<file path="src/dee_pkg.sv">
// Constants and types shared by the data EEPROM controller and the core-side driver
// Assumes one clock domain, synchronous active-low reset
package dee_pkg;
  localparam int DATA_W = 16;
  localparam int ADDR_W = 24;
  localparam int DEPTH = 256;
  localparam int IDX_W = 8;
  // Control register fields
  localparam int START_BIT = 15;
  localparam int ENABLE_BIT = 14;
  localparam int ERROR_BIT = 13;
  localparam int PGM_ONLY_BIT = 12;
  localparam int ERASE_BIT = 6;
  localparam logic [15:0] CTRL_WMASK = 16'h507f;
  localparam logic [15:0] CTRL_RST = 16'h0000;
  localparam logic [7:0] KEY_FIRST = 8'h55;
  localparam logic [7:0] KEY_SECOND = 8'haa;
  localparam logic [5:0] OP_ERASE8 = 6'h1a;
  localparam logic [5:0] OP_ERASE4 = 6'h19;
  localparam logic [5:0] OP_ERASE1 = 6'h18;
  localparam logic [3:0] OP_BULK_HI = 4'h4;
  localparam logic [3:0] OP_WRITE_HI = 4'h1;
  localparam logic [15:0] ERASED_WORD = 16'hffff;
  // Cycle time of one array operation
  localparam int CYCLE_NS = 4000;
  localparam int CLK_NS = 8;
  localparam int CYCLE_CLKS = CYCLE_NS / CLK_NS;
  localparam int CNT_W = 10;
  // Register indices on the core side (Avalon word addresses)
  localparam logic [1:0] REG_CMD = 2'h0;
  localparam logic [1:0] REG_STATUS = 2'h1;
  localparam logic [1:0] REG_IRQ_MASK = 2'h2;
  localparam logic [1:0] REG_RDATA = 2'h3;
  typedef enum logic [2:0] {
    DEE_OP_CTRL_WR = 3'b000,
    DEE_OP_CTRL_RD = 3'b001,
    DEE_OP_KEY_WR = 3'b010,
    DEE_OP_TBL_WR = 3'b011,
    DEE_OP_TBL_RD = 3'b100,
    DEE_OP_PSV_RD = 3'b101
  } dee_op_t;
endpackage

</file>
<file path="src/dee_if.sv">
// Core-to-controller access channel
// Assumes both ends on the same clock
`timescale 1ns/10ps
interface dee_if;
  import dee_pkg::*;
  logic req;
  dee_op_t op;
  logic [ADDR_W-1:0] addr;
  logic [DATA_W-1:0] wdata;
  logic ack;
  logic [DATA_W-1:0] rdata;
  logic done_pulse;
  logic busy;
  modport dev (input req, op, addr, wdata, output ack, rdata, done_pulse, busy);
  modport core (output req, op, addr, wdata, input ack, rdata, done_pulse, busy);
endinterface

</file>
<file path="src/dee_dev.sv">
// Data EEPROM controller: control, key unlock, address capture, array cycles
// Assumes the core side keeps to the unlock and busy-read rules
//
// The Avalon-MM interface to the registers and the placing of the registers are this design's own decisions.
`timescale 1ns/10ps
module dee_dev
  import dee_pkg::*;
(
  input wire logic clk, // System clock
  input wire logic rst_n, // Synchronous reset
  input wire logic pin_or_wdt_rst, // Pin or watchdog reset, sync
  dee_if.dev bus, // Core side
  output logic [15:0] ctrl_out // Control register view
);
  import dee_pkg::*;
  typedef enum logic [1:0] {
    DEE_IDLE = 2'b00,
    DEE_RUN = 2'b01,
    DEE_APPLY = 2'b10
  } dee_state_t;

  // ***************************************
  // Request decode
  // ***************************************
  logic [15:0] ctrl_q, ctrl_d;
  logic [1:0] key_q;
  logic [ADDR_W-1:0] tgt_q;
  logic [DATA_W-1:0] latch_q;
  logic [DATA_W-1:0] rdata_q;
  logic ack_q, rd_pend_q, done_q;
  dee_state_t st_q;
  logic [CNT_W-1:0] cnt_q;
  logic [3:0] left_q;
  logic [IDX_W-1:0] idx_q;
  wire take = bus.req && !ack_q;
  wire ctrl_wr = take && bus.op == DEE_OP_CTRL_WR;
  wire key_wr = take && bus.op == DEE_OP_KEY_WR;
  wire tbl_wr = take && bus.op == DEE_OP_TBL_WR;
  wire any_rd = take && (bus.op == DEE_OP_TBL_RD || bus.op == DEE_OP_PSV_RD);
  wire unlocked = key_q == 2'd2;
  wire start_req = ctrl_wr && bus.wdata[START_BIT] && unlocked
    && bus.wdata[ENABLE_BIT] && st_q == DEE_IDLE;
  wire [5:0] op_sel = ctrl_q[5:0];
  wire is_erase = ctrl_q[ERASE_BIT];
  wire op_bulk = is_erase && op_sel[5:2] == OP_BULK_HI;
  wire op_e8 = is_erase && op_sel == OP_ERASE8;
  wire op_e4 = is_erase && op_sel == OP_ERASE4;
  wire op_e1 = is_erase && op_sel == OP_ERASE1;
  wire op_wr = !is_erase && op_sel[5:2] == OP_WRITE_HI;
  // Partial size from low two bits; word index drops the byte bit
  wire [3:0] part_words = op_e8 ? 4'd8 : (op_e4 ? 4'd4 : 4'd1);
  wire [IDX_W-1:0] tgt_idx = tgt_q[IDX_W:1];
  wire [IDX_W-1:0] base_idx = op_e8 ? {tgt_idx[IDX_W-1:3], 3'b000}
    : (op_e4 ? {tgt_idx[IDX_W-1:2], 2'b00} : tgt_idx);
  wire valid_op = op_bulk || op_e8 || op_e4 || op_e1 || op_wr;
  wire apply = st_q == DEE_APPLY;
  wire arr_we = apply;
  wire [DATA_W-1:0] arr_wd = op_wr ? latch_q : ERASED_WORD;
  wire last_word = op_bulk ? idx_q == IDX_W'(DEPTH - 1) : left_q == 4'd1;
  logic [DATA_W-1:0] arr_rd;

  dee_array u_arr (
    .clk(clk),
    .rd_en(any_rd),
    .rd_idx(bus.addr[IDX_W:1]),
    .rd_data(arr_rd),
    .wr_en(arr_we),
    .wr_idx(idx_q),
    .wr_data(arr_wd)
  );

  // ***************************************
  // Control register next value
  // ***************************************
  always_comb begin
    ctrl_d = ctrl_q;
    if (ctrl_wr) begin
      ctrl_d = (ctrl_q & ~CTRL_WMASK) | (bus.wdata & CTRL_WMASK);
      ctrl_d[START_BIT] = ctrl_q[START_BIT] | start_req;
      ctrl_d[ERROR_BIT] = bus.wdata[ERROR_BIT];
    end
    if (apply && last_word) begin
      ctrl_d[START_BIT] = 1'b0;
      ctrl_d[ENABLE_BIT] = 1'b0;
    end
    if (pin_or_wdt_rst && st_q != DEE_IDLE) begin
      ctrl_d[ERROR_BIT] = 1'b1;
      ctrl_d[START_BIT] = 1'b0;
    end
  end

  // ***************************************
  // Registers
  // ***************************************
  always_ff @(posedge clk) begin
    if (!rst_n) begin
      ctrl_q <= CTRL_RST;
      key_q <= 2'd0;
      tgt_q <= '0;
      latch_q <= '0;
      ack_q <= 1'b0;
      rd_pend_q <= 1'b0;
      done_q <= 1'b0;
    end else begin
      ctrl_q <= ctrl_d;
      ack_q <= take;
      rd_pend_q <= any_rd;
      done_q <= apply && last_word;
      // Key window lasts for the next access only
      if (key_wr && bus.wdata[7:0] == KEY_FIRST) begin
        key_q <= 2'd1;
      end else if (key_wr && key_q == 2'd1 && bus.wdata[7:0] == KEY_SECOND) begin
        key_q <= 2'd2;
      end else if (take) begin
        key_q <= 2'd0;
      end
      if (tbl_wr) begin
        tgt_q <= bus.addr;
        latch_q <= bus.wdata;
      end
    end
  end

  always_ff @(posedge clk) begin
    if (!rst_n) begin
      rdata_q <= '0;
    end else if (ctrl_wr || take) begin
      rdata_q <= ctrl_q;
    end else if (rd_pend_q) begin
      rdata_q <= arr_rd;
    end
  end

  // ***************************************
  // Cycle sequencer
  // ***************************************
  always_ff @(posedge clk) begin
    if (!rst_n || pin_or_wdt_rst) begin
      st_q <= DEE_IDLE;
      cnt_q <= '0;
      left_q <= '0;
      idx_q <= '0;
    end else begin
      unique case (st_q)
        DEE_IDLE: begin
          if (start_req) begin
            st_q <= DEE_RUN;
            cnt_q <= CNT_W'(CYCLE_CLKS - 1);
            left_q <= part_words;
            idx_q <= op_bulk ? '0 : base_idx;
          end
        end
        DEE_RUN: begin
          if (!valid_op) begin
            st_q <= DEE_IDLE;
          end else if (cnt_q == '0) begin
            st_q <= DEE_APPLY;
          end else begin
            cnt_q <= cnt_q - CNT_W'(1);
          end
        end
        DEE_APPLY: begin
          if (last_word) begin
            st_q <= DEE_IDLE;
          end else begin
            st_q <= DEE_APPLY;
            idx_q <= idx_q + IDX_W'(1);
            left_q <= left_q - 4'd1;
          end
        end
        default: st_q <= DEE_IDLE;
      endcase
    end
  end

  assign bus.ack = ack_q;
  assign bus.rdata = rdata_q;
  assign bus.done_pulse = done_q;
  assign bus.busy = ctrl_q[START_BIT];
  assign ctrl_out = ctrl_q;
endmodule // dee_dev

</file>
<file path="src/dee_array.sv">
// 256 x 16 data EEPROM storage with one registered read port and one write port
// Assumes the controller issues one operation per cycle
`timescale 1ns/10ps
module dee_array
  import dee_pkg::*;
(
  input wire logic clk, // System clock
  input wire logic rd_en, // Read strobe
  input wire logic [IDX_W-1:0] rd_idx, // Read word index
  output logic [DATA_W-1:0] rd_data, // Registered read word
  input wire logic wr_en, // Write strobe
  input wire logic [IDX_W-1:0] wr_idx, // Write word index
  input wire logic [DATA_W-1:0] wr_data // Write word
);
  import dee_pkg::*;
  logic [DATA_W-1:0] mem [DEPTH];
  always_ff @(posedge clk) begin
    if (wr_en) begin
      mem[wr_idx] <= wr_data;
    end
    if (rd_en) begin
      rd_data <= mem[rd_idx];
    end
  end
endmodule // dee_array

</file>
<file path="src/flat_wrapper.sv">
// flat-port wrapper written by rule: the top's interface ports become plain ports
module dee_dev_flat import dee_pkg::*;
  (clk, rst_n, pin_or_wdt_rst, ctrl_out, bus_req, bus_op, bus_addr, bus_wdata, bus_ack, bus_rdata, bus_done_pulse, bus_busy);
  dee_if bus_i ();
  input wire logic clk;
  input wire logic rst_n;
  input wire logic pin_or_wdt_rst;
  output logic [15:0] ctrl_out;
  input wire logic [$bits(bus_i.req)-1:0] bus_req;
  input wire logic [$bits(bus_i.op)-1:0] bus_op;
  input wire logic [$bits(bus_i.addr)-1:0] bus_addr;
  input wire logic [$bits(bus_i.wdata)-1:0] bus_wdata;
  output wire logic [$bits(bus_i.ack)-1:0] bus_ack;
  output wire logic [$bits(bus_i.rdata)-1:0] bus_rdata;
  output wire logic [$bits(bus_i.done_pulse)-1:0] bus_done_pulse;
  output wire logic [$bits(bus_i.busy)-1:0] bus_busy;
  assign bus_i.req = bus_req;
  assign bus_i.op = bus_op;
  assign bus_i.addr = bus_addr;
  assign bus_i.wdata = bus_wdata;
  assign bus_ack = bus_i.ack;
  assign bus_rdata = bus_i.rdata;
  assign bus_done_pulse = bus_i.done_pulse;
  assign bus_busy = bus_i.busy;
  dee_dev u_core (.clk(clk), .rst_n(rst_n), .pin_or_wdt_rst(pin_or_wdt_rst), .bus(bus_i), .ctrl_out(ctrl_out));
endmodule
</file>
<file path="config.mk">
export PLATFORM = sky130hd
export DESIGN_NAME = dee_dev_flat
export DESIGN_NICKNAME = d
export VERILOG_FILES = /design/src/dee_pkg.sv /design/src/dee_if.sv /design/src/dee_dev.sv /design/src/dee_array.sv /design/src/flat_wrapper.sv
export SDC_FILE = /design/constraint.sdc
export NUM_CORES = 2
export LEC_CHECK = 0
export ABC_AREA = 0
export BUFFER_PORTS_ARGS = -buffer_cell sky130_fd_sc_hd__clkbuf_2
export CORE_MARGIN = 4
export CORE_UTILIZATION = 60
export DETAILED_ROUTE_END_ITERATION = 10
export PLACE_DENSITY = 0.77
export SKIP_LAST_GASP = 1
export SLEW_MARGIN = 20
export SYNTH_ARGS = -nofsm -noshare
export SYNTH_HDL_FRONTEND = slang
export SYNTH_SLANG_ARGS = --single-unit
</file>
<file path="constraint.sdc">
create_clock -name clk -period 8.3 [get_ports clk]
set_input_delay 1.66 -clock clk [delete_from_list [all_inputs] [get_ports clk]]
set_output_delay 1.66 -clock clk [all_outputs]
set_load 0.05 [all_outputs]
</file>
---- Word level (Yosys, flattened, before mapping) ----
Memories as Yosys holds them, arrays and structs flattened. A register that Yosys moved wholly into a read port is not among the register bits.
Index checks and enable logic that the tools add are counted.
storage, ports and cells
  memory bits (writable) .................. 4096
  bits in registers ....................... 86
  word-level logic and storage cells ...... 121
  memories kept ........................... 1
  input bits .............................. 47
memories
  memory            depth  bits a word  rd ports  clocked after Yosys merged registers in  write ports  line             text
  u_core.u_arr.mem  256    16           1         1                                        1            dee_array.sv:16  logic [DATA_W-1:0] mem [DEPTH];
cells by class
  add/subtract/negate cells ............... 3
  reduce and logical (&&, ||, !) cells .... 45
  multiplexer cells ....................... 31
  equality and inequality tests ........... 22
  bitwise gates (word level) .............. 3
operators with widths
  cell                                                                   count
  16-bit two-way mux                                                     3
  10-bit two-way mux                                                     3
  8-bit two-way mux                                                      3
  10-bit one-hot mux with 2 select lines                                 1
  1-bit logical AND                                                      19
  6-bit by 5-bit equality test with 1-bit output, second input constant  3
  8-bit equality test, second input constant                             2
  8-bit one-hot mux with 2 select lines                                  1
  14-bit by 15-bit bitwise OR with 15-bit output                         1
  14-bit two-way mux                                                     1
  2-bit two-way mux                                                      7
  4-bit two-way mux                                                      3
  2-bit nonzero test                                                     6
  10-bit logical NOT                                                     1
  10-bit by 1-bit subtractor with 10-bit output, second input constant   1
  8-bit by 1-bit adder with 8-bit output, second input constant          1
  4-bit by 1-bit equality test with 1-bit output, second input constant  2
  8-bit by 7-bit equality test with 1-bit output, second input constant  1
  4-bit one-hot mux with 2 select lines                                  1
  1-bit logical OR                                                       7
  3-bit by 2-bit equality test with 1-bit output, second input constant  2
  3-bit equality test, second input constant                             2
  3-bit two-way mux                                                      2
  2-bit one-hot mux with 3 select lines                                  1
  19 further kinds                                                       30

---- Longest topological paths before layout ----
  word-level depth ........................ 9
  depth in mapped cells ................... 13
  mapped depth without buffers ............ 7

---- Modules after synthesis ----
Synthesis repeated with hierarchy kept, for this count alone.
unflattened totals
  cells, all modules ...................... 7826
  area total of the unflattened synthesis .. 162726.1 um^2
by module, submodules not included
  module     times used  sequential area each (um^2)  area an instance (um^2)  cells each
  dee_array  1           123478.4                     158874.9                 7360
  dee_dev    1           1601.5                       3851.2                   466

---- Worst setup path after synthesis ----
Ideal clock, no wire load.
  kind .................................... input to register
  start ................................... input port bus_addr[1]
  end ..................................... register u_core.u_arr.rd_data[5] (read register of u_core.u_arr.mem), data pin
  arrival time ............................ 3.601 ns
  cell stages on the path ................. 8
  setup slack ............................. 4.435 ns
  path through ............................ buf_6 > buf_12 > buf_6 > mux4_1 > mux4_2 > a22o_1 > nor4_1 > nor4_1
RTL lines
  element      line                text
  from (decl)  flat_wrapper.sv:11  input wire logic [$bits(bus_i.addr)-1:0] bus_addr;
  to (decl)    dee_array.sv:10     output logic [DATA_W-1:0] rd_data,

==> impl_metrics.json <==
{
  "firstDrtPassIters": 6,
  "grt_max_degree": 209,
  "synth-main-ff-cell": "edfxtp_1",
  "yosys_warnings": 0,
  "final_layout_size_suffix_gt1_frac": 0.229,
  "hp-class": "flip-flop to flip-flop",
  "yosysSeqAreaShare": 0.764,
  "hold_viol": 0,
  "syn_inst": 7714,
  "outcome": "complete, no violations",
  "io_buffers": 60,
  "cts_resized": 0,
  "fin_ws_ns": 2.62,
  "htreeDepth": 5,
  "setup_viol": 0,
  "rsz0062_at_grt": "false",
  "final_cell_mix": "4112 x edfxtp_1, 797 x mux4_2, 460 x mux2i_1, 409 x clkbuf_16, 386 x buf_4",
  "dp_slack_ns": 2.32,
  "placed_cell_area_um2": 169000,
  "cts.path.max_buffers": 4,
  "endpoint_kind": "flip-flop",
  "cts_tree": "yes",
  "r2r-start": "u_core.ctrl_out[3]",
  "yosysUniqueCellTypes": 77,
  "syn_area_per_cell_um2": 21.2,
  "path_max_fanout": 68,
  "crit_start": "bus_addr[2]",
  "cts_hold_buf": 0,
  "critPathSlowestCell": "nor4_1",
  "ios": 82,
  "clkTransAtPathRegs_ns": 0.07,
  "cap_violations": 0,
  "drc_errors": 0,
  "cpPeakStageDelay_ns": 1.00,
  "slew_headroom": 0.132,
  "die_w_um": 530,
  "max_freq_mhz": 176,
  "reg2reg_depth": 5,
  "insertion_delay_ns": 0.91,
  "grt_pass1_wl_um": 618000,
  "place_congestion": 0.941,
  "reg2reg_setup_slack_ns": 4.36,
  "nets": 8178,
  "period_needed_ns": 5.68,
  "drt-wirelength-per-cell_um": 36.1,
  "die-height_um": 530,
  "initial_core_util": 0.604,
  "num_vias": 85086,
  "period_share": 0.685,
  "rows": 191,
  "clkSinkCount": 4192,
  "finalInstanceArea_um2": 182000,
  "tightestPinTransition_ns": 1.29,
  "ant_nets": 0,
  "dpl.hpwl_um": 243000,
  "cts-root-buf": "clkbuf_16",
  "cp-endpoint": "u_core.u_arr.rd_data[5]",
  "cts_made_buffers": 401,
  "grt_pass1_vias": 83807,
  "arrival_ns": 6.41,
  "dieArea_um2": 281000,
  "routed_wl_um": 434000,
  "final_common_cell": "edfxtp_1",
  "drtIter0Drc": 14206,
  "area_delta_synth_final_pct": 11.2,
  "cp-start-kind": "input port",
  "power_density_nw_per_um2": 234,
  "required_ns": 9.03,
  "finClkSkew_ns": 0.0390,
  "path_class": "input port to flip-flop",
  "ir_drop_mv": 0.223,
  "crit_chain": "buf_8, buf_4, nand2b_4, buf_4, o22ai_1, o22ai_1, nor4_1, nand4_1, nor4_1",
  "maxSlewViolCount": 0,
  "p_leak_nw": 66.6,
  "async_flop_share": 0,
  "nFillCells": 16051,
  "hp-start": "u_core.latch_q[13]",
  "track_usage": 0.309,
  "vias_per_cell": 7.06,
  "antenna_found_initial": 25,
  "cts_setup_buffers": 0,
  "core_area_um2": 271000,
  "synth-edff-count": 4112,
  "tns_ns": 0,
  "ys_ff_latch": 4192,
  "globalRoute.totalOverflow": 0,
  "syn-cell-area_um2": 164000,
  "r2r_end": "u_core.u_arr.mem[250][6]"
}
-- per-layer routing --
layer  global-route usage  vias up  part of all wire
met5                    0        -           0.00060
met4                0.167       12             0.067
met3               0.0795     1236              0.13
met2                0.469     6679              0.47
met1                0.416    43738              0.34
li1                     -    33421                 -
-- area by class of cell --
type | count | area, um2 | share of cell area
antenna | 27 | 67.6 | 0.000371
clock buffer | 506 | 10600 | 0.0584
clock inverter | 223 | 2300 | 0.0126
inverter | 14 | 67.6 | 0.000371
multi-input combinational | 3034 | 35500 | 0.195
sequential | 4192 | 125000 | 0.687
tap | 3570 | 4470 | 0.0245
timing repair buffer | 480 | 3940 | 0.0216
-- critical path, delay by kind of cell --
kind	cells	cell delay, ns
compound gates	2	0.76
buf+inv	3	1.30
simple gates	4	2.54
-- cells in the mapped netlist, types with 18 or more instances --
master    number  share of area
mux2_2        34         0.0023
and3_1        26        0.00099
clkbuf_1     197         0.0045
dfxtp_1       80         0.0098
buf_8         30         0.0028
edfxtp_1    4112           0.75
nand4_1       31         0.0012
buf_6         64         0.0044
a22o_1        31         0.0017
a211oi_1      72         0.0033
mux4_2       797           0.11
buf_2         71         0.0022
buf_12        24         0.0029
nand3_1       72         0.0022
nor2_1       341         0.0078
buf_1         25        0.00057
mux4_1       102          0.016
a22oi_1       42         0.0019
mux2i_1      460          0.028
o22ai_1      119         0.0045
nand2_1      197         0.0045
o221ai_1     149         0.0080
or2_2         18        0.00069
nor4_1        39         0.0015
buf_4         52         0.0024
a21oi_1      134         0.0041
o31ai_1       23         0.0011
nor3_1        74         0.0023
o21ai_0       49         0.0015
-- cells by family (layout without fill, tap and decap cells) --
kind of cell	Yosys count	in the layout	share of synthesized area
simple gates	884	884	0.0252
xor+xnor	8	8	0.000428
compound gates	736	736	0.0323
buf+inv	492	1223	0.0209
flops	4192	4192	0.764
fa+ha+maj	8	8	0.000611
mux	1393	1393	0.156
other cells	1	32	0.0000229
-- stage by stage --
step,utilization,hold slack [ns],power [mW],instances
6_report,0.671,0.460,42.7,12046
5_1_grt,0.671,0.481,43.7,12034
4_1_cts,0.670,0.459,42.7,12012
3_5_place_dp,0.622,0.450,24.9,11283
3_3_place_gp,0.622,0.448,24.9,11283
2_1_floorplan,-,0.432,24.5,7718
-- how the worst min path moves through the flow --
| stage | to | slack, ns | depth (start not counted) |
|---|---|---|---|
| after floorplan | u_core.latch_q[0] | 0.43 | 2 |
| after global placement | u_core.latch_q[1] | 0.45 | 2 |
| after detailed placement | u_core.tgt_q[2] | 0.45 | 2 |
| after CTS | u_core.latch_q[13] | 0.46 | 2 |
| after global routing | u_core.latch_q[1] | 0.48 | 2 |
| final | u_core.latch_q[13] | 0.46 | 2 |
-- sequential cells by signal, summed over array words and instances (netlist names), 2 cells and up --
signal	flops
u_core.bus.rdata	16
u_core.cnt_q	10
u_core.ctrl_out	11
u_core.idx_q	8
u_core.key_q	2
u_core.latch_q	16
u_core.left_q	4
u_core.st_q	2
u_core.tgt_q	8
u_core.u_arr.mem	4096
u_core.u_arr.rd_data	16
-- power by group --
group	switching [mW]	total (mW)	internal [mW]
registers	0.0131	23.0	23.0
logic	0.983	1.48	0.493
clock network	7.78	18.2	10.4
total	8.77	42.7	33.9
No activity file was read; power rests on OpenSTA's default activity.
